--- src/design/drs_pkg.sv ---
// Package of constants and types for the drive run/stop sequencer.
package drs_pkg;

	// ************************************************************
	// Register map
	// ************************************************************
	localparam logic [3:0] ADDR_CTRL       = 4'h0;
	localparam logic [3:0] ADDR_THRESH     = 4'h1;
	localparam logic [3:0] ADDR_CONFIRM    = 4'h2;
	localparam logic [3:0] ADDR_LOWACT     = 4'h3;
	localparam logic [3:0] ADDR_WAKE       = 4'h4;
	localparam logic [3:0] ADDR_RESTART    = 4'h5;
	localparam logic [3:0] ADDR_SETFREQ    = 4'h6;
	localparam logic [3:0] ADDR_LOWLIM     = 4'h7;
	localparam logic [3:0] ADDR_STARTFREQ  = 4'h8;
	localparam logic [3:0] ADDR_STATUS     = 4'h9;

	// ************************************************************
	// Control register fields and reset values
	// ************************************************************
	localparam int CTRL_REV_LSB   = 0;
	localparam int CTRL_SRC_BIT   = 2;
	localparam int CTRL_GUARD_BIT = 3;
	localparam int CTRL_AUTO_BIT  = 4;
	localparam int CTRL_TERM_BIT  = 5;
	localparam logic [31:0] CTRL_RESET      = 32'h0000_0001;
	localparam logic [15:0] THRESH_RESET    = 16'h0032;
	localparam logic [15:0] CONFIRM_RESET   = 16'h0032;
	localparam logic [7:0]  LOWACT_RESET    = 8'h00;
	localparam logic [7:0]  LOWACT_MAX      = 8'h12;
	localparam logic [15:0] WAKE_RESET      = 16'h0000;
	localparam logic [15:0] RESTART_RESET   = 16'h000A;
	localparam logic [15:0] RESTART_MAX     = 16'h8CA0;
	localparam logic [15:0] HUNDREDTHS_MAX  = 16'h2710;

	// ************************************************************
	// Reversal modes and low-limit actions
	// ************************************************************
	localparam logic [1:0] REV_AT_ZERO  = 2'h0;
	localparam logic [1:0] REV_AT_START = 2'h1;
	localparam logic [1:0] REV_AT_STOP  = 2'h2;
	localparam logic [3:0] LOW_RUN      = 4'h0;
	localparam logic [3:0] LOW_STOP     = 4'h1;
	localparam logic [3:0] LOW_SLEEP    = 4'h2;

	// ************************************************************
	// Timing: 10 ms tick from the 200 MHz reference clock
	// ************************************************************
	localparam int CLK_HZ        = 200_000_000;
	localparam int TICK_MS       = 10;
	localparam int TICK_CYCLES   = CLK_HZ / 1000 * TICK_MS;
	localparam int RESTART_DIV   = 10;

	typedef enum logic [5:0] {
		ST_INIT    = 6'h01,
		ST_GUARD   = 6'h02,
		ST_WAIT    = 6'h04,
		ST_IDLE    = 6'h08,
		ST_RUN     = 6'h10,
		ST_LOWSTOP = 6'h20
	} drs_state_type;

endpackage

--- src/design/drs_timer.sv ---
// Qualifying timer: counts ticks while a condition holds, reports once a limit is reached.
module drs_timer #(
	parameter int WIDTH = 16
) (
	// Clock and reset
	input  wire logic             ref_clk,
	input  wire logic             resetn,
	// Control
	input  wire logic             tick,
	input  wire logic             hold,
	input  wire logic [WIDTH-1:0] limit,
	// Result
	output logic                  done
);

	typedef struct packed {
		logic [WIDTH-1:0] count;
		logic             armed;
		logic             done;
	} drs_timer_state_type;

	drs_timer_state_type tmr_r;
	drs_timer_state_type tmr_nxt;

	always_comb begin
		tmr_nxt = tmr_r;
		if (!hold) begin
			tmr_nxt.count = '0;
			tmr_nxt.armed = 1'b0;
			tmr_nxt.done  = 1'b0;
		end else if (tmr_r.count >= limit) begin
			tmr_nxt.done = 1'b1;
		end else if (tick && !tmr_r.armed) begin
			// The first tick only aligns to the tick grid, so a partial period never counts.
			tmr_nxt.armed = 1'b1;
		end else if (tick) begin
			tmr_nxt.count = tmr_r.count + 1'b1;
		end
	end

	always_ff @(posedge ref_clk or negedge resetn) begin
		if (!resetn) begin
			tmr_r <= '0;
		end else begin
			tmr_r <= tmr_nxt;
		end
	end

	assign done = tmr_r.done;

endmodule // drs_timer

--- src/design/drs_sequencer.sv ---
// Run/stop sequencer of a variable-frequency drive with its register port.
//
// Behaviour
// - Direction reversal point: 0 zero freq, 1 start freq, 2 stop speed plus delay.
// - Stop speed threshold 0.00-100.00 Hz, default 0.50, set or feedback speed.
// - Power-up run guard applies only with terminal command source.
// - Guard code 0: terminal run active at power-up ignored until removed and reasserted.
// - Guard code 1: terminal run active at power-up starts after initialisation.
// - Below nonzero lower limit, ones digit picks run at limit, stop or sleep.
// - For stop or sleep, tens digit picks coast or ramp stop.
// - After low-frequency stop, resume once set freq above limit for wake delay.
// - Auto restart 0 runs after power return only once the command is reasserted; 1 runs after wait.
// - Restart wait, default 1.0 s, holds off output after re-power-on.
// - Restart wait settable 0.0-3600.0 s, used only when auto restart enabled.
module drs_sequencer #(
	parameter int TICK_CYCLES = drs_pkg::TICK_CYCLES
) (
	// Clock and reset
	input  wire logic        ref_clk,
	input  wire logic        resetn,
	// Register port
	input  wire logic [3:0]  regAddr,
	input  wire logic [31:0] regWdata,
	input  wire logic        regWrite,
	input  wire logic        regRead,
	output logic      [31:0] regRdata,
	// Run command and speed
	input  wire logic        runCmd,
	input  wire logic        dirCmd,
	input  wire logic [15:0] speedFeedback,
	input  wire logic [15:0] outFreq,
	input  wire logic        initDone,
	input  wire logic        powerReturn,
	// Output stage control
	output logic             runEnable,
	output logic             rampStop,
	output logic             coastStop,
	output logic             dirOut,
	output logic             atStopSpeed,
	output logic             sleeping
);

	// ************************************************************
	// State codes
	// ************************************************************
	localparam drs_pkg::drs_state_type ST_INIT_L    = drs_pkg::ST_INIT;
	localparam drs_pkg::drs_state_type ST_GUARD_L   = drs_pkg::ST_GUARD;
	localparam drs_pkg::drs_state_type ST_WAIT_L    = drs_pkg::ST_WAIT;
	localparam drs_pkg::drs_state_type ST_IDLE_L    = drs_pkg::ST_IDLE;
	localparam drs_pkg::drs_state_type ST_RUN_L     = drs_pkg::ST_RUN;
	localparam drs_pkg::drs_state_type ST_LOWSTOP_L = drs_pkg::ST_LOWSTOP;

	// ************************************************************
	// State
	// ************************************************************
	typedef struct packed {
		logic [31:0]           ctrl;
		logic [15:0]           thresh;
		logic [15:0]           confirm;
		logic [7:0]            lowAct;
		logic [15:0]           wake;
		logic [15:0]           restart;
		logic [15:0]           setFreq;
		logic [15:0]           lowLim;
		logic [15:0]           startFreq;
		logic [31:0]           rdata;
		logic [31:0]           tickCnt;
		logic                  tick;
		logic [3:0]            sub;
		logic                  sleep;
		logic                  blockRun;
		drs_pkg::drs_state_type st;
		logic                  runEn;
		logic                  ramp;
		logic                  coast;
		logic                  dir;
		logic                  stopSpd;
	} drs_seq_state_type;

	drs_seq_state_type s_r;
	drs_seq_state_type s_nxt;

	logic stopDone;
	logic wakeDone;
	logic waitDone;
	logic [15:0] cmpSpeed;
	logic        belowLow;
	logic        revPointOk;
	logic        waitTick;

	// Threshold, confirm, low-action and restart writes clamp to the documented ranges.
	function automatic logic [15:0] clampHund(input logic [15:0] v, input logic [15:0] mx);
		clampHund = (v > mx) ? mx : v;
	endfunction

	// ************************************************************
	// Speed comparison and qualifying timers
	// ************************************************************
	// Set-speed compare is meant for V/F control; feedback is used when selected.
	assign cmpSpeed = s_r.ctrl[drs_pkg::CTRL_SRC_BIT] ? speedFeedback : outFreq;
	assign belowLow = (s_r.lowLim != '0) && (s_r.setFreq < s_r.lowLim);
	assign waitTick = s_r.tick && (s_r.sub == 4'(drs_pkg::RESTART_DIV - 1));

	drs_timer #(.WIDTH(16)) u_stop (
		.ref_clk (ref_clk),
		.resetn  (resetn),
		.tick    (s_r.tick),
		.hold    (cmpSpeed <= s_r.thresh),
		.limit   (s_r.confirm),
		.done    (stopDone)
	);

	drs_timer #(.WIDTH(16)) u_wake (
		.ref_clk (ref_clk),
		.resetn  (resetn),
		.tick    (waitTick),
		.hold    (s_r.st == ST_LOWSTOP_L && !belowLow),
		.limit   (s_r.wake),
		.done    (wakeDone)
	);

	drs_timer #(.WIDTH(16)) u_wait (
		.ref_clk (ref_clk),
		.resetn  (resetn),
		.tick    (waitTick),
		.hold    (s_r.st == ST_WAIT_L),
		.limit   (s_r.restart),
		.done    (waitDone)
	);

	// Reversal point per mode.
	always_comb begin
		case (s_r.ctrl[drs_pkg::CTRL_REV_LSB +: 2])
			drs_pkg::REV_AT_ZERO:  revPointOk = (outFreq == '0);
			drs_pkg::REV_AT_START: revPointOk = (outFreq <= s_r.startFreq);
			drs_pkg::REV_AT_STOP:  revPointOk = stopDone;
			default:               revPointOk = (outFreq <= s_r.startFreq);
		endcase
	end

	// ************************************************************
	// Next state
	// ************************************************************
	always_comb begin
		s_nxt = s_r;
		// A command held through power return with restart off must drop before it starts.
		if (!runCmd) begin
			s_nxt.blockRun = 1'b0;
		end
		s_nxt.stopSpd = stopDone;
		s_nxt.tick = 1'b0;
		if (s_r.tickCnt >= 32'(TICK_CYCLES - 1)) begin
			s_nxt.tickCnt = '0;
			s_nxt.tick    = 1'b1;
		end else begin
			s_nxt.tickCnt = s_r.tickCnt + 32'h0000_0001;
		end
		if (s_r.tick) begin
			s_nxt.sub = (s_r.sub == 4'(drs_pkg::RESTART_DIV - 1)) ? 4'h0 : s_r.sub + 4'h1;
		end

		// Register port.
		s_nxt.rdata = 32'h0000_0000;
		if (regWrite) begin
			case (regAddr)
				drs_pkg::ADDR_CTRL:      s_nxt.ctrl = regWdata;
				drs_pkg::ADDR_THRESH:    s_nxt.thresh = clampHund(regWdata[15:0],
					drs_pkg::HUNDREDTHS_MAX);
				drs_pkg::ADDR_CONFIRM:   s_nxt.confirm = clampHund(regWdata[15:0],
					drs_pkg::HUNDREDTHS_MAX);
				drs_pkg::ADDR_LOWACT:    s_nxt.lowAct = (regWdata[7:0] > drs_pkg::LOWACT_MAX)
					? drs_pkg::LOWACT_MAX
					: regWdata[7:0];
				drs_pkg::ADDR_WAKE:      s_nxt.wake = regWdata[15:0];
				drs_pkg::ADDR_RESTART:   s_nxt.restart = clampHund(regWdata[15:0],
					drs_pkg::RESTART_MAX);
				drs_pkg::ADDR_SETFREQ:   s_nxt.setFreq = regWdata[15:0];
				drs_pkg::ADDR_LOWLIM:    s_nxt.lowLim = regWdata[15:0];
				drs_pkg::ADDR_STARTFREQ: s_nxt.startFreq = regWdata[15:0];
				default: ;
			endcase
		end
		if (regRead) begin
			case (regAddr)
				drs_pkg::ADDR_CTRL:      s_nxt.rdata = s_r.ctrl;
				drs_pkg::ADDR_THRESH:    s_nxt.rdata = {16'h0000, s_r.thresh};
				drs_pkg::ADDR_CONFIRM:   s_nxt.rdata = {16'h0000, s_r.confirm};
				drs_pkg::ADDR_LOWACT:    s_nxt.rdata = {24'h000000, s_r.lowAct};
				drs_pkg::ADDR_WAKE:      s_nxt.rdata = {16'h0000, s_r.wake};
				drs_pkg::ADDR_RESTART:   s_nxt.rdata = {16'h0000, s_r.restart};
				drs_pkg::ADDR_SETFREQ:   s_nxt.rdata = {16'h0000, s_r.setFreq};
				drs_pkg::ADDR_LOWLIM:    s_nxt.rdata = {16'h0000, s_r.lowLim};
				drs_pkg::ADDR_STARTFREQ: s_nxt.rdata = {16'h0000, s_r.startFreq};
				drs_pkg::ADDR_STATUS:    s_nxt.rdata = {20'h00000, s_r.sleep, s_r.stopSpd,
					s_r.coast, s_r.ramp, s_r.runEn, 1'b0, s_r.st};
				default:                 s_nxt.rdata = 32'h0000_0000;
			endcase
		end

		// Direction follows the command at the chosen reversal point or while the drive is not running.
		if (dirCmd != s_r.dir && (revPointOk || !s_r.runEn)) begin
			s_nxt.dir = dirCmd;
		end

		case (s_r.st)
			ST_INIT_L: begin
				if (initDone) begin
					if (powerReturn) begin
						// A run after power loss waits only when restart is enabled.
						s_nxt.st = s_r.ctrl[drs_pkg::CTRL_AUTO_BIT] ? ST_WAIT_L
							: ST_IDLE_L;
						s_nxt.blockRun = !s_r.ctrl[drs_pkg::CTRL_AUTO_BIT];
					end else if (s_r.ctrl[drs_pkg::CTRL_TERM_BIT] && runCmd) begin
						s_nxt.st = s_r.ctrl[drs_pkg::CTRL_GUARD_BIT] ? ST_RUN_L
							: ST_GUARD_L;
					end else begin
						s_nxt.st = ST_IDLE_L;
					end
				end
			end
			ST_GUARD_L: begin
				if (!runCmd) begin
					s_nxt.st = ST_IDLE_L;
				end
			end
			ST_WAIT_L: begin
				if (waitDone) begin
					s_nxt.st = runCmd ? ST_RUN_L : ST_IDLE_L;
				end
			end
			ST_IDLE_L: begin
				if (runCmd && !s_r.blockRun) begin
					s_nxt.st = ST_RUN_L;
				end
			end
			ST_RUN_L: begin
				if (!runCmd) begin
					s_nxt.st = ST_IDLE_L;
				end else if (belowLow && s_r.lowAct[3:0] != drs_pkg::LOW_RUN) begin
					s_nxt.st    = ST_LOWSTOP_L;
					s_nxt.sleep = (s_r.lowAct[3:0] == drs_pkg::LOW_SLEEP);
				end
			end
			ST_LOWSTOP_L: begin
				if (!runCmd) begin
					s_nxt.st    = ST_IDLE_L;
					s_nxt.sleep = 1'b0;
				end else if (wakeDone) begin
					s_nxt.st    = ST_RUN_L;
					s_nxt.sleep = 1'b0;
				end
			end
			default: s_nxt.st = ST_INIT_L;
		endcase

		s_nxt.runEn = (s_nxt.st == ST_RUN_L);
		s_nxt.ramp  = !s_nxt.runEn && (s_nxt.st == ST_LOWSTOP_L) && s_nxt.lowAct[4];
		s_nxt.coast = !s_nxt.runEn && (s_nxt.st == ST_LOWSTOP_L) && !s_nxt.lowAct[4];
		if (s_nxt.st == ST_IDLE_L && s_r.runEn) begin
			s_nxt.ramp = 1'b1;
		end
	end

	always_ff @(posedge ref_clk or negedge resetn) begin
		if (!resetn) begin
			s_r           <= '0;
			s_r.ctrl      <= drs_pkg::CTRL_RESET;
			s_r.thresh    <= drs_pkg::THRESH_RESET;
			s_r.confirm   <= drs_pkg::CONFIRM_RESET;
			s_r.lowAct    <= drs_pkg::LOWACT_RESET;
			s_r.wake      <= drs_pkg::WAKE_RESET;
			s_r.restart   <= drs_pkg::RESTART_RESET;
			s_r.st        <= ST_INIT_L;
		end else begin
			s_r <= s_nxt;
		end
	end

	assign regRdata    = s_r.rdata;
	assign runEnable   = s_r.runEn;
	assign rampStop    = s_r.ramp;
	assign coastStop   = s_r.coast;
	assign dirOut      = s_r.dir;
	assign atStopSpeed = s_r.stopSpd;
	assign sleeping    = s_r.sleep;

	// ************************************************************
	// Checks
	// ************************************************************
	chk_guard_holds: assert property (@(posedge ref_clk) disable iff (!resetn)
		s_r.st == ST_GUARD_L && runCmd |=> !runEnable)
		else $error("run started while power-up guard active");
	chk_guard_release: assert property (@(posedge ref_clk) disable iff (!resetn)
		s_r.st == ST_GUARD_L && !runCmd |=> s_r.st == ST_IDLE_L)
		else $error("guard not released on command removal");
	chk_auto_start: assert property (@(posedge ref_clk) disable iff (!resetn)
		s_r.st == ST_INIT_L && initDone && !powerReturn && runCmd
		&& s_r.ctrl[drs_pkg::CTRL_TERM_BIT] && s_r.ctrl[drs_pkg::CTRL_GUARD_BIT]
		|=> runEnable)
		else $error("guard code 1 did not start drive");
	chk_no_restart: assert property (@(posedge ref_clk) disable iff (!resetn)
		s_r.st == ST_INIT_L && initDone && powerReturn
		&& !s_r.ctrl[drs_pkg::CTRL_AUTO_BIT] |=> s_r.st == ST_IDLE_L)
		else $error("restart without enable");
	chk_wait_blocks: assert property (@(posedge ref_clk) disable iff (!resetn)
		s_r.st == ST_WAIT_L |-> !runEnable)
		else $error("output during restart wait");
	chk_low_stop: assert property (@(posedge ref_clk) disable iff (!resetn)
		s_r.st == ST_RUN_L && runCmd && belowLow && s_r.lowAct[3:0] == drs_pkg::LOW_STOP
		|=> !runEnable && !sleeping)
		else $error("low-limit stop not taken");
	chk_stop_mode: assert property (@(posedge ref_clk) disable iff (!resetn)
		s_r.st == ST_LOWSTOP_L |-> rampStop == s_r.lowAct[4] && coastStop != s_r.lowAct[4])
		else $error("wrong stop method");
	chk_stop_speed: assert property (@(posedge ref_clk) disable iff (!resetn)
		atStopSpeed |-> $past(cmpSpeed <= s_r.thresh, 2))
		else $error("stop speed without qualification");
	chk_threshold_range: assert property (@(posedge ref_clk) disable iff (!resetn)
		s_r.thresh <= drs_pkg::HUNDREDTHS_MAX)
		else $error("threshold out of range");
	chk_restart_range: assert property (@(posedge ref_clk) disable iff (!resetn)
		s_r.restart <= drs_pkg::RESTART_MAX)
		else $error("restart wait out of range");
	chk_restart_block: assert property (@(posedge ref_clk) disable iff (!resetn)
		s_r.st == ST_IDLE_L && s_r.blockRun |=> !runEnable)
		else $error("held command restarted the drive");
	chk_dir_hold: assert property (@(posedge ref_clk) disable iff (!resetn)
		runEnable && !revPointOk |=> $stable(dirOut))
		else $error("direction changed away from reversal point");
	chk_sleep_entry: assert property (@(posedge ref_clk) disable iff (!resetn)
		s_r.st == ST_RUN_L && runCmd && belowLow && s_r.lowAct[3:0] == drs_pkg::LOW_SLEEP
		|=> !runEnable && sleeping)
		else $error("low-limit sleep not taken");
	chk_wake_resume: assert property (@(posedge ref_clk) disable iff (!resetn)
		s_r.st == ST_LOWSTOP_L && runCmd && wakeDone |=> runEnable && !sleeping)
		else $error("no resume after wake delay");
	chk_wait_release: assert property (@(posedge ref_clk) disable iff (!resetn)
		s_r.st == ST_WAIT_L && waitDone && runCmd |=> runEnable)
		else $error("no run after restart wait");

endmodule // drs_sequencer

--- config.mk ---
export PLATFORM = sky130hd
export DESIGN_NAME = drs_sequencer
export DESIGN_NICKNAME = d
export VERILOG_FILES = /design/src/design/drs_pkg.sv /design/src/design/drs_timer.sv /design/src/design/drs_sequencer.sv
export SDC_FILE = /design/constraint.sdc
export NUM_CORES = 1
export LEC_CHECK = 0
export ABC_AREA = 1
export ABC_CLOCK_PERIOD_IN_PS = 2100
export BUFFER_PORTS_ARGS = -buffer_cell sky130_fd_sc_hd__buf_2
export CAP_MARGIN = 25
export CORE_ASPECT_RATIO = 0.8
export CORE_MARGIN = 5
export CORE_UTILIZATION = 45
export CTS_CLUSTER_DIAMETER = 30
export CTS_CLUSTER_SIZE = 16
export DETAILED_ROUTE_END_ITERATION = 8
export SKIP_LAST_GASP = 1
export SYNTH_ARGS = -nofsm -noshare
export SYNTH_HDL_FRONTEND = slang
export SYNTH_SLANG_ARGS = --single-unit
--- constraint.sdc ---
create_clock -name ref_clk -period 2.1 [get_ports ref_clk]
set_input_delay 0.105 -clock ref_clk [delete_from_list [all_inputs] [get_ports ref_clk]]
set_output_delay 0.105 -clock ref_clk [all_outputs]
set_load 0.005 [all_outputs]
# == Word level (Yosys, flattened, before mapping) ==
# Cells that the tools add are included.
# totals
input_bits,76
mem_bits_ro,0
ramBits,0
wordCells,190
register_bits,288
mem_count,0
out_inout_bits,38
latch_bits,0
# op_classes
bitwise_logic,0
magnitude_cmp,10
mux,58
shifts,0
add_sub_neg,5
n_div,0
n_reduce_logical,46
eq_ne,40
mul,0
# op_table
cell,count
32-bit one-hot mux with 10 select lines,1
16-bit two-way mux,14
85-bit two-way mux,1
32-bit two-way mux,2
18-bit two-way mux,3
17-bit two-way mux,3
"16-bit by 1-bit adder with 16-bit output, second input constant",3
16-bit >= comparator,3
6-bit two-way mux,7
6-bit one-hot mux with 6 select lines,1
"32-bit by 1-bit adder with 32-bit output, second input constant",1
"32-bit by 21-bit >= comparator with 1-bit output, second input constant",1
16-bit <= comparator,2
"2-bit != test, second input constant",15
5-bit two-way mux,5
2-bit AND reduction,12
"4-bit by 3-bit equality test with 1-bit output, second input constant",4
"16-bit by 14-bit greater-than comparator with 1-bit output, second input constant",1
"16-bit greater-than comparator, second input constant",1
16-bit logical NOT,1
16-bit < comparator,1
16-bit nonzero test,1
1-bit two-way mux,15
1-bit logical AND,14
27 further kinds,47

# == Longest topological paths before layout ==
# Gate-level depths: netlist (run 1).
# depth
ltp_word,11
ltp_mapped,18
mapped_depth_nobuf,16

# == Modules after synthesis ==
# A second synthesis (run 1) with hierarchy kept.
# hier_totals
hier_cells,2112
area_unflattened_um2,16525.8
# by_module_without_submodules
mod,cells_each,n_inst,area_per_inst_um2
drs_sequencer,1404,1,11727.5
drs_timer (u_stop ...),236,2,1604.0
drs_timer (u_wake),236,1,1590.3

# == Worst setup path before layout (run 1) ==
# No wires, ideal clock.
# synth_path
path_type,reg2reg
startpoint,reg s_r[204] (netlist name)
endpoint,reg u_stop.tmr_r[9] (netlist name)
stages_incl_launch_ff,17
setup_ns,0.117
path_buffers,3
path_slack_ns,-0.183
t_arrival_ns,2.166
path_cell_list,dfrtp_1 -> clkbuf_1 -> clkbuf_1 -> o21ai_0 -> ha_1 -> nand2_1 -> inv_1 -> nand3_1 -> nor3_2 -> nand2_1 -> nand2_1 -> nand2_2 -> inv_2 -> buf_2 -> nor2_1 -> nand2_1 -> nand2_1
# synth_between
elab_chain_len,4
word_cells_on_any_way,7
cone_classes,1 x order compare; 3 x eq/ne; 2 x mux; 1 x reduce/logical
# synth_lines
element,line_no,rtl
"start, declared",drs_sequencer.sv:80,drs_seq_state_type s_r;
"start signal, assigned",drs_sequencer.sv:275,s_r <= s_nxt;
16-bit two-way mux (*),drs_sequencer.sv:100,assign cmpSpeed = s_r.ctrl[drs_pkg::CTRL_SRC_BIT] ? speedFeedback : outFreq;
16-bit <= comparator (*),drs_sequencer.sv:108,".hold (cmpSpeed <= s_r.thresh),"
2-bit != test (no line),n/a,
3-bit AND reduction (no line),n/a,
"end signal, assigned",drs_timer.sv:45,tmr_r <= tmr_nxt;
"end, declared",drs_timer.sv:22,drs_timer_state_type tmr_r;
# Mark *: on every way between the ends. The rest lies on a longest branch, timed or not.
# A chain may end at the register's enable or synchronous reset.

# == Final worst setup path (run 1) ==
# layout_path
startpoint,reg s_r[204] (netlist name)
endpoint,reg u_stop.tmr_r[17] (netlist name)
# Same word-level chain as after synthesis.

==> results of run 1 <==
-- critical path: stages (launching register included) --
cell and delay, ns:
dfrtp_2 0.45, buf_6 0.15, nand2_2 0.05, o21ai_2 0.05, ha_1 0.29, nand2_1 0.06, inv_1 0.07, nand3_2 0.10
nor3_4 0.16, nand3_2 0.13, nand2_4 0.15, buf_8 0.15, nand2_8 0.09, nand2_1 0.08, nand2_1 0.05
-- sequential cells by signal, indices dropped and copies added (netlist names) --
signal        count
u_wait.tmr_r     17
u_stop.tmr_r     17
u_wake.tmr_r     17
u_wait.done       1
sleeping          1
u_stop.done       1
s_r             196
rampStop          1
u_wake.done       1
coastStop         1
runEnable         1
dirOut            1
regRdata         32
atStopSpeed       1
-- cells in the final DEF, fill, tap and decap left out, types with 10 or more instances in the layout --
master	instances
o21ai_1	36
a221oi_1	11
o21ai_0	123
xor2_1	22
inv_1	247
inv_2	31
nor3_2	10
ha_1	85
nor2_2	28
o22ai_1	19
nor4_1	12
dfrtp_1	276
buf_4	109
bufinv_16	10
clkinvlp_4	10
nand2_2	23
buf_2	112
nor3_1	30
a21oi_1	100
clkbuf_16	71
nand2_1	461
dfstp_2	10
nor2_1	162
nand3_2	11
nand3_1	94
dlygate4sd3_1	41
nand4_1	26
ha_4	14
conb_1	11
-- logic make-up after synthesis --
logic type	share of synthesized area, %
other	0.0233
buffers and inverters	9.63
multiplexers	0.0700
AND/OR/NAND/NOR	24.0
AO/OA/AOI/OAI	12.3
adder cells (fa/ha/maj)	7.70
XOR/XNOR	1.36
flip-flops	44.9
-- final cells by class --
class / instances / area [um2] / share of cell area, %
inverters: 283 / 1070 / 5.05
multi-input cells: 1382 / 7860 / 36.9
clock inverters: 39 / 527 / 2.48
diodes: 1 / 2.50 / 0.0118
repair buffers: 280 / 2070 / 9.74
well taps: 480 / 601 / 2.82
clock buffers: 87 / 1920 / 9.01
flip-flops and latches: 288 / 7220 / 33.9
-- power by group --
part | leakage [nW] | total (mW) | switching, mW | internal [mW]
Combinational | 5.38 | 4.06 | 2.46 | 1.60
Clock | 1.17 | 11.1 | 3.43 | 7.70
Sequential | 3.72 | 6.76 | 0.507 | 6.25
Total | 10.3 | 22.0 | 6.40 | 15.6
-- through the flow --
stage	total power [mW]	hold slack, ns	setup TNS (ns)	instance area, um2
floorplan	8.74	-0.191	0	16200
global placement	10.1	-0.0884	-0.616	17700
detailed placement	10.2	-0.0892	-2.08	17700
CTS	21.6	0.127	-0.0448	20700
global route	23.0	0.191	-2.93	21300
finish	22.0	0.168	-0.537	21300
-- final timing paths --
check | to | cells after the start | start | slack, ns
max | u_stop.tmr_r[17] | 14 | s_r[204] | -0.04
min | s_r[178] | 3 | resetn | 0.17
max reg2reg | u_stop.tmr_r[17] | 14 | s_r[204] | -0.04
min reg2reg | s_r[18] | 1 | s_r[18] | 0.46
max in group asynchronous | u_wake.tmr_r[14] | 3 | resetn | 1.36
min in group ref_clk | s_r[202] | 5 | regWrite | 0.17
-- layer usage --
layer	wire length (um)	global-route usage, %	vias up
li1	-	-	7178
met1	23900	37.4	7218
met2	22100	38.3	596
met3	5020	8.04	90
met4	1200	7.55	0
met5	0	0	-
-- what timing repair did --
item | CTS | global route
hold buffers | 41 | 0
resized for setup | 35 | 109
gates cloned | 2 | 2
buffers inserted | 3 | 15
pin swaps | 12 | 41
setup endpoints to repair | 27 | 55
endpoints found under the hold margin | 366 | 0
==> impl_metrics.yaml, run 1 <==
routing:
  wl_mm: 52.2
  drtIter0Drc: 1489
  avgRoutedWirePerCell_um: 18.4
  ant_nets: 0
  drc_errors: 0
  vias: 15100
  dr.pass1.iters: 6
  viasPerCell: 5.31
clock_network:
  clk_latency_ns: 0.57
  numCtsBuffers: 69
  clockRootBuffer: "clkbuf_16"
  htreeDepth: 3
  clock-sinks: 288
  clk_pin_slew_ns: 0.05
  cts_tree: "built"
  cts.path.max_buffers: 3
synth:
  synth_top_area_share_pct: 43.2
  netlist_area_um2: 16100
  netlist_instances: 2027
  synth_ff_type: "dfrtp_1"
  synth_largest_area_cell: "dfrtp_1"
  synth_area_leaders: "dfrtp_1 43%, nand2_1 11%, ha_1 7.7%"
  synth_seq_cells: 288
  yosysSeqAreaShare_pct: 44.9
  async_reset_ff_share_pct: 100
  synthTopCellsByCount: "485 x nand2_1, 278 x dfrtp_1, 265 x inv_1, 183 x nor2_1, 133 x o21ai_0"
  synth_cell_types: 60
  synth_edf_count: 0
  avgSynthCellArea_um2: 7.94
  yosysWarnings: 0
  yosysMostFrequentCell: "nand2_1"
placed_design:
  placed_cells: 2650
  gp_congestion: 0.961
  dpl.hpwl_mm: 38.6
  dp_slack_ns: -0.146
  io_buffers: 113
cells_and_area:
  n_fill_cell: 3149
  fin_nets: 2479
  fin_util_pct: 59.7
  area_growth_pct: 32.2
  final-instance-count-excl-fill: 2840
  drive_above_1_share_pct: 22.5
global_routing:
  grt_pass1_vias: 14400
  grt_max_degree: 100
  overflow: 0
  grt_pass1_wl_mm: 81.3
  track_usage_pct: 26.1
  grt_antenna_before_repair: 2
die:
  die_w_um: 221
  start_util_pct: 45.2
  core.rowCount: 62
  ios: 114
  dieArea_um2: 39700
  core_area_um2: 35600
  die_y_um: 179
sta:
  worst_slack_ns: -0.0444
  rsz0062_at_grt: "true"
  hold_viol: 0
  maxSlewViolCount: 0
  setup_violations: 16
  finalCriticalPeriod_ns: 2.14
  worstMarginPinSlew_ns: 0.713
  max_freq_ghz: 0.466
  slew-limit-headroom_pct: 52.4
  skew_ns: 0.0184
  post-route-period-util_pct: 102
power:
  p_per_area_nw_per_um2: 1030
  peakVddDrop_mv: 0.575
  p_leak_nw: 10.3
setup_path:
  worst_ep_required_time_ns: 2.55
  path_max_fanout: 8
  critical_path_class: "flip-flop to flip-flop"
  start_kind: "flip-flop"
  critPathArrivalTime_ns: 2.60
  endpoint_kind: "flip-flop"
min_path:
  hp-class: "input pin to async pin"
status:
  violations: "negative setup slack"
  outcome: "finished, violations left"
run:
  maxCapViolations: 0
(Power assumes the default switching activity.)
==> run 2: changes to the inputs <==
--- a/config.mk
+++ b/config.mk
@@ -15,6 +15,8 @@
 export CTS_CLUSTER_DIAMETER = 30
 export CTS_CLUSTER_SIZE = 16
 export DETAILED_ROUTE_END_ITERATION = 8
+export GPL_ROUTABILITY_DRIVEN = 1
+export MAX_ROUTING_LAYER = met4
 export SKIP_LAST_GASP = 1
 export SYNTH_ARGS = -nofsm -noshare
 export SYNTH_HDL_FRONTEND = slang
==> run 2 against run 1 <==
Net effect:
- the flow still finishes with violations (negative setup slack)
- critical path depth did not move
- clock skew rose by 0.0084 ns
- utilization fell by 1.1 points
- final cell count fell by 0.46%
- worst hold slack got worse by 0.13 ns
- clock power fell by 5%
- register-to-register slack barely moved
- count of clock-buffer cells in the layout rose by 9
- routed wire length fell by 0.28%
- sequential cell count did not move
- non-clock buffer count fell by 12
==> impl_metrics.yaml, run 2 (synthesis results as in run 1) <==
sta:
  worst_slack_ns: -0.0424
  post-route-period-util_pct: 102
  worstMarginPinSlew_ns: 0.705
  maxSlewViolCount: 0
  hold_viol: 0
  slew-limit-headroom_pct: 53.0
  skew_ns: 0.0268
  setup_violations: 14
  finalCriticalPeriod_ns: 2.14
  hold_ws_ns: 0.0382
  max_freq_ghz: 0.467
  rsz0062_at_grt: "true"
  tns_ns: -0.311
routing:
  top_layer: "met4"
  drc_errors: 0
  met2_length_mm: 22.1
  wl_mm: 52.1
  vias: 14800
  viasPerCell: 5.23
  drtIter0Drc: 1393
  avgRoutedWirePerCell_um: 18.4
  ant_nets: 0
  dr.pass1.iters: 5
  wl_met1_mm: 23.9
  met3_length_mm: 5.04
global_routing:
  grt_pass1_vias: 14200
  grt_pass1_wl_mm: 81.4
  grt_antenna_before_repair: 1
  track_usage_pct: 27.0
  grt_max_degree: 58
  overflow: 0
die:
  core.rowCount: 62
  die_y_um: 179
  die_w_um: 221
  core_area_um2: 35600
  ios: 114
  start_util_pct: 45.2
  dieArea_um2: 39700
cells_and_area:
  stdcell_area_um2: 20900
  seq_area_um2: 7220
  layout_common_cells: "469 x nand2_1, 277 x dfrtp_1, 256 x inv_1"
  drive_above_1_share_pct: 20.3
  n_fill_cell: 3150
  fin_nets: 2466
  largest_register: "s_r"
  area_growth_pct: 29.7
  largest_reg_flops: 196
  multi_input_area_um2: 7660
  final_common_cell: "nand2_1"
clock_network:
  clock-sinks: 288
  numCtsBuffers: 70
  clk_latency_ns: 0.58
  htreeDepth: 3
  cts.path.max_buffers: 3
  cts_tree: "built"
  clockRootBuffer: "clkbuf_16"
  clk_pin_slew_ns: 0.04
setup_path:
  critPathBufInv: 3
  start_kind: "flip-flop"
  path_max_fanout: 6
  cp_slowest_cell: "dfrtp_2"
  max_stage_delay_ns: 0.45
  worst_ep_required_time_ns: 2.55
  cp_cell_sequence: "buf_6 -> nand2_1 -> o21ai_0 -> ha_1 -> nand2_1 -> nor3_4 -> nand2_1 -> nand2_2 -> nand2_4 -> inv_6 -> clkbuf_16 -> nor2_1 -> nand2_1 -> nand2_1"
  endpoint_kind: "flip-flop"
  critPathArrivalTime_ns: 2.59
  crit_top_cell: "nand2_1"
  path_delay_family: "simple AND/OR/NAND/NOR gates"
  critical_path_class: "flip-flop to flip-flop"
power:
  peakVddDrop_mv: 0.649
  p_per_area_nw_per_um2: 1010
  p_leak_nw: 10.2
  finalPower_mw: 21.1
placed_design:
  dp_slack_ns: -0.200
  gp_congestion: 0.969
  dpl.hpwl_mm: 38.9
  dpl-instance-area_um2: 17700
  io_buffers: 113
min_path:
  hp-class: "input pin to async pin"
run:
  maxCapViolations: 0
status:
  outcome: "finished, violations left"
  violations: "negative setup slack"
==> run 2: cell count changes in the layout (fill, tap and decap cells not counted), moves of 5 or more <==
cell	delta
buf_4	-9
bufinv_16	-6
clkinv_2	+5
ha_1	+7
ha_4	-7
inv_1	+9
inv_2	-9
nand2_1	+8
nand2_2	-6
nor2_1	+10
nor2_2	-12
o21ai_1	+6
==> run 2: path summary, 6_finish.rpt <==
| path | startpoint | cells after the start | endpoint | slack, ns |
|---|---|---|---|---|
| max in group asynchronous | resetn | 3 | u_wake.tmr_r[12] | 1.30 |
| worst min register to register | s_r[184] | 2 | s_r[184] | 0.46 |
| worst max register to register | s_r[204] | 14 | u_stop.tmr_r[11] | -0.04 |
| min in group ref_clk | regAddr[1] | 7 | s_r[162] | 0.18 |
| worst min-delay path | resetn | 2 | dirOut | 0.04 |
| worst max-delay path | s_r[204] | 14 | u_stop.tmr_r[11] | -0.04 |
==> run 2: through the flow <==
stage	utilization [%]	std cells
after floorplan	-	2037
after global placement	49.7	2650
after detailed placement	49.7	2650
after CTS	57.6	2819
after global routing	58.6	2826
final	58.6	2827
==> run 2: power breakdown <==
| group | leakage, nW | internal (mW) | switching [mW] |
|---|---|---|---|
| logic | 5.32 | 1.49 | 2.35 |
| clock network | 1.13 | 7.20 | 3.35 |
| registers | 3.72 | 6.26 | 0.500 |
| total | 10.2 | 14.9 | 6.19 |
==> run 2: repair_timing <==
item | 4_1_cts | 5_1_grt
endpoints found under the setup margin | 28 | 51
endpoints found under the hold margin | 364 | 0
setup buffers | 1 | 6
resized for setup | 21 | 79
hold buffers | 40 | 0
pin swaps | 3 | 23
gates cloned | 1 | 1
==> run 2: final cells by class <==
| type | count | area share (%) |
|---|---|---|
| multi-input cells | 1380 | 36.7 |
| flip-flops and latches | 288 | 34.6 |
| clock buffers | 96 | 9.69 |
| repair buffers | 268 | 9.46 |
| inverters | 283 | 5.15 |
| well taps | 480 | 2.88 |
| clock inverters | 31 | 1.50 |
| diodes | 1 | 0.0120 |
==> run 2: routing by layer <==
metal	track usage (%)	vias up
met3	7.74	89
met1	37.6	6973
met4	6.06	0
met5	-	-
met2	39.7	578
li1	-	7145
==> run 2: worst reg2reg max path, cell delays in order (launching register included) <==
cell and delay, ns:
dfrtp_2 0.45, buf_6 0.15, nand2_1 0.07, o21ai_0 0.11, ha_1 0.28, nand2_1 0.09
nor3_4 0.22, nand2_1 0.09, nand2_2 0.08, nand2_4 0.10, inv_6 0.11, clkbuf_16 0.15
nor2_1 0.04, nand2_1 0.06, nand2_1 0.05
==> run 3: changes to the inputs <==
--- a/config.mk
+++ b/config.mk
@@ -20,4 +20,5 @@
 export SKIP_LAST_GASP = 1
 export SYNTH_ARGS = -nofsm -noshare
 export SYNTH_HDL_FRONTEND = slang
+export SYNTH_HIERARCHICAL = 1
 export SYNTH_SLANG_ARGS = --single-unit
==> run 3 against run 2 <==
Net effect:
- the run still ends with negative setup slack left
- area after synthesis up 2.7%
- first-iteration DRC count rose by 16%
- via count up 4.8%
- critical endpoint is now u_stop/tmr_r[12]
- die area grew 2.6%
- sequential power rose by 2%
- setup slack got worse by 0.26 ns
- cell area increased by 2.8%
- non-clock buffer count shrank 1
==> impl_metrics.yaml, run 3 <==
global_routing:
  track_usage_pct: 26.5
  grt_pass1_vias: 14800
  grt_max_degree: 65
  overflow: 0
  grt_antenna_before_repair: 0
  grt_pass1_wl_mm: 82.9
setup_path:
  timing.rr.start: "s_r[204]"
  crit_end: "u_stop/tmr_r[12]"
  crit_start: "s_r[204]"
  crit_top_cell: "nand2_1"
  start_kind: "flip-flop"
  critPathArrivalTime_ns: 2.90
  rr_worst_depth: 14
  path_max_fanout: 7
  cp_cell_sequence: "buf_6 -> mux2_4 -> ha_4 -> a21oi_2 -> o21a_1 -> nor2_1 -> o21ai_2 -> o2111ai_2 -> nand2_4 -> buf_12 -> inv_6 -> nor2_2 -> nand2_1 -> nand2_1"
  r2r_setup_slack_ns: -0.30
  max_stage_delay_ns: 0.46
  endpoint_kind: "flip-flop"
  cp_slowest_cell: "dfrtp_2"
  critical_path_class: "flip-flop to flip-flop"
  worst_ep_required_time_ns: 2.61
  rr_endpoint: "u_stop/tmr_r[12]"
routing:
  ant_nets: 0
  drtIter0Drc: 1614
  wl_mm: 53.3
  drc_errors: 0
  avgRoutedWirePerCell_um: 18.4
  dr.pass1.iters: 5
  vias: 15500
  viasPerCell: 5.34
power:
  p_seq_share_pct: 31.5
  peakVddDrop_mv: 0.821
  p_leak_nw: 10.7
  p_clk_share_pct: 50.0
  p_per_area_nw_per_um2: 1010
  switching_share_pct: 28.8
  intPower_mw: 15.5
  p_switching_mw: 6.27
  combPwrFrac_pct: 18.4
sta:
  post-route-period-util_pct: 114
  maxSlewViolCount: 0
  hold_ws_ns: 0.0847
  worst_slack_ns: -0.298
  slew-limit-headroom_pct: 49.7
  hold_viol: 0
  max_freq_ghz: 0.417
  worstMarginPinSlew_ns: 0.752
  finalCriticalPeriod_ns: 2.40
  rsz0062_at_grt: "true"
  skew_ns: 0.0260
  setup_violations: 18
synth:
  yosysWarnings: 6
  synth_area_leaders: "dfrtp_1 42%, nand2_1 12%, ha_1 7.5%"
  netlist_instances: 2112
  yosysSeqAreaShare_pct: 43.7
  synth_seq_cells: 288
  synth_edf_count: 0
  synth_ff_type: "dfrtp_1"
  synthTopCellsByCount: "533 x nand2_1, 280 x inv_1, 278 x dfrtp_1, 178 x nor2_1, 119 x o21ai_0"
  async_reset_ff_share_pct: 100
  netlist_area_um2: 16500
  synth_largest_area_cell: "dfrtp_1"
  synth_cell_types: 58
  synth_top_area_share_pct: 42.1
  yosysMostFrequentCell: "nand2_1"
  avgSynthCellArea_um2: 7.82
die:
  core_area_um2: 36100
  start_util_pct: 45.8
  ios: 114
  die_w_um: 224
  dieArea_um2: 40700
  die_y_um: 181
  core.rowCount: 62
cells_and_area:
  fin_nets: 2547
  multi_input_area_um2: 8070
  seq_area_um2: 7220
  largest_reg_flops: 196
  largest_register: "s_r"
  diodes: 0
  area_growth_pct: 29.8
  drive_above_1_share_pct: 21.2
  layout_common_cells: "521 x nand2_1, 277 x dfrtp_1, 265 x inv_1"
  n_fill_cell: 3219
  final_common_cell: "nand2_1"
  fin_util_pct: 59.5
clock_network:
  clk_latency_ns: 0.57
  cts_tree: "built"
  cts.path.max_buffers: 3
  clk_pin_slew_ns: 0.05
  htreeDepth: 3
  numCtsBuffers: 67
  clock-sinks: 288
  clockRootBuffer: "clkbuf_16"
placed_design:
  io_buffers: 113
  dp_slack_ns: -0.512
  dpl.hpwl_mm: 38.8
  gp_congestion: 0.985
status:
  violations: "negative setup slack"
  outcome: "finished, violations left"
min_path:
  hp-class: "input pin to async pin"
run:
  maxCapViolations: 0
==> run 3: cell types whose count changed after synthesis, sizes merged, moves of 7 or more <==
cell,before,now
buf,53,60
inv,281,302
nand2,489,546
nand3,105,113
nand4,29,37
nor3,42,29
o21ai,167,186
o22ai,19,9
xor2,22,10
==> run 3: critical path, delay by kind of cell, from the launching register on <==
kind / cells / cell delay, ns
fa+ha+maj: 1 / 0.22
compound gates: 4 / 0.57
buf+inv: 3 / 0.33
simple gates: 5 / 0.45
mux: 1 / 0.30
flops: 1 / 0.46
==> run 3: worst min-delay path by stage <==
stage | startpoint | to | cells after the start | slack (ns)
CTS | regWrite | s_r[164] | 3 | 0.06
finish | resetn | regRdata[1] | 2 | 0.08
detailed placement | resetn | regRdata[1] | 1 | 0.08
floorplan | resetn | atStopSpeed | 0 | -0.19
global placement | resetn | regRdata[1] | 1 | 0.09
global route | regAddr[2] | regRdata[9] | 4 | 0.10
==> run 3: repair_timing <==
item | in CTS | in global routing
hold endpoints to repair | 343 | 0
cloned | 3 | 3
setup buffers | 6 | 14
resized for setup | 35 | 75
setup endpoints to repair | 34 | 56
pin swaps | 13 | 32
hold buffers | 39 | 0
==> run 3: area by class of cell <==
cell class,instances,share of cell area (%)
multi-input combinational,1444,37.6
sequential,288,33.7
timing repair buffer,267,9.52
clock buffer,86,8.87
inverter,303,5.35
tap,480,2.80
clock inverter,34,2.16
timing repair inverter,1,0.0408
==> run 3: through the flow <==
step	area [um2]	power, mW	std cells	setup TNS [ns]
final	21500	21.8	2903	-4.91
after global routing	21500	22.8	2903	-8.08
after CTS	21000	21.6	2886	-4.19
after detailed placement	18000	10.3	2719	-9.42
after global placement	18000	10.2	2719	-7.63
after floorplan	16600	8.87	2122	-1.52
==> run 3: cells by family (layout without fill, tap and decap cells) <==
| family | count (synthesis) | in the layout | synth area share [%] |
|---|---|---|---|
| flops | 288 | 288 | 43.7 |
| other cells | 1 | 11 | 0.0227 |
| xor+xnor | 17 | 17 | 0.901 |
| simple gates | 948 | 951 | 25.1 |
| buf+inv | 393 | 691 | 10.2 |
| compound gates | 359 | 359 | 12.1 |
| mux | 7 | 7 | 0.477 |
| fa+ha+maj | 99 | 99 | 7.50 |
==> run 3: power groups by stage <==
stage	logic [mW]	clock network, mW	registers [mW]
floorplan	2.19	0	6.68
global placement	3.33	0	6.88
detailed placement	3.43	0	6.89
CTS	3.76	11.1	6.81
global route	4.49	11.4	6.92
finish	4.01	10.9	6.86
==> run 3: per-layer routing <==
layer	vias up	global-route usage, %	part of all wire, %
li1	7388	-	-
met1	7358	37.3	45
met2	611	38.5	44
met3	138	5.47	7.8
met4	0	8.81	3.2
met5	-	-	0
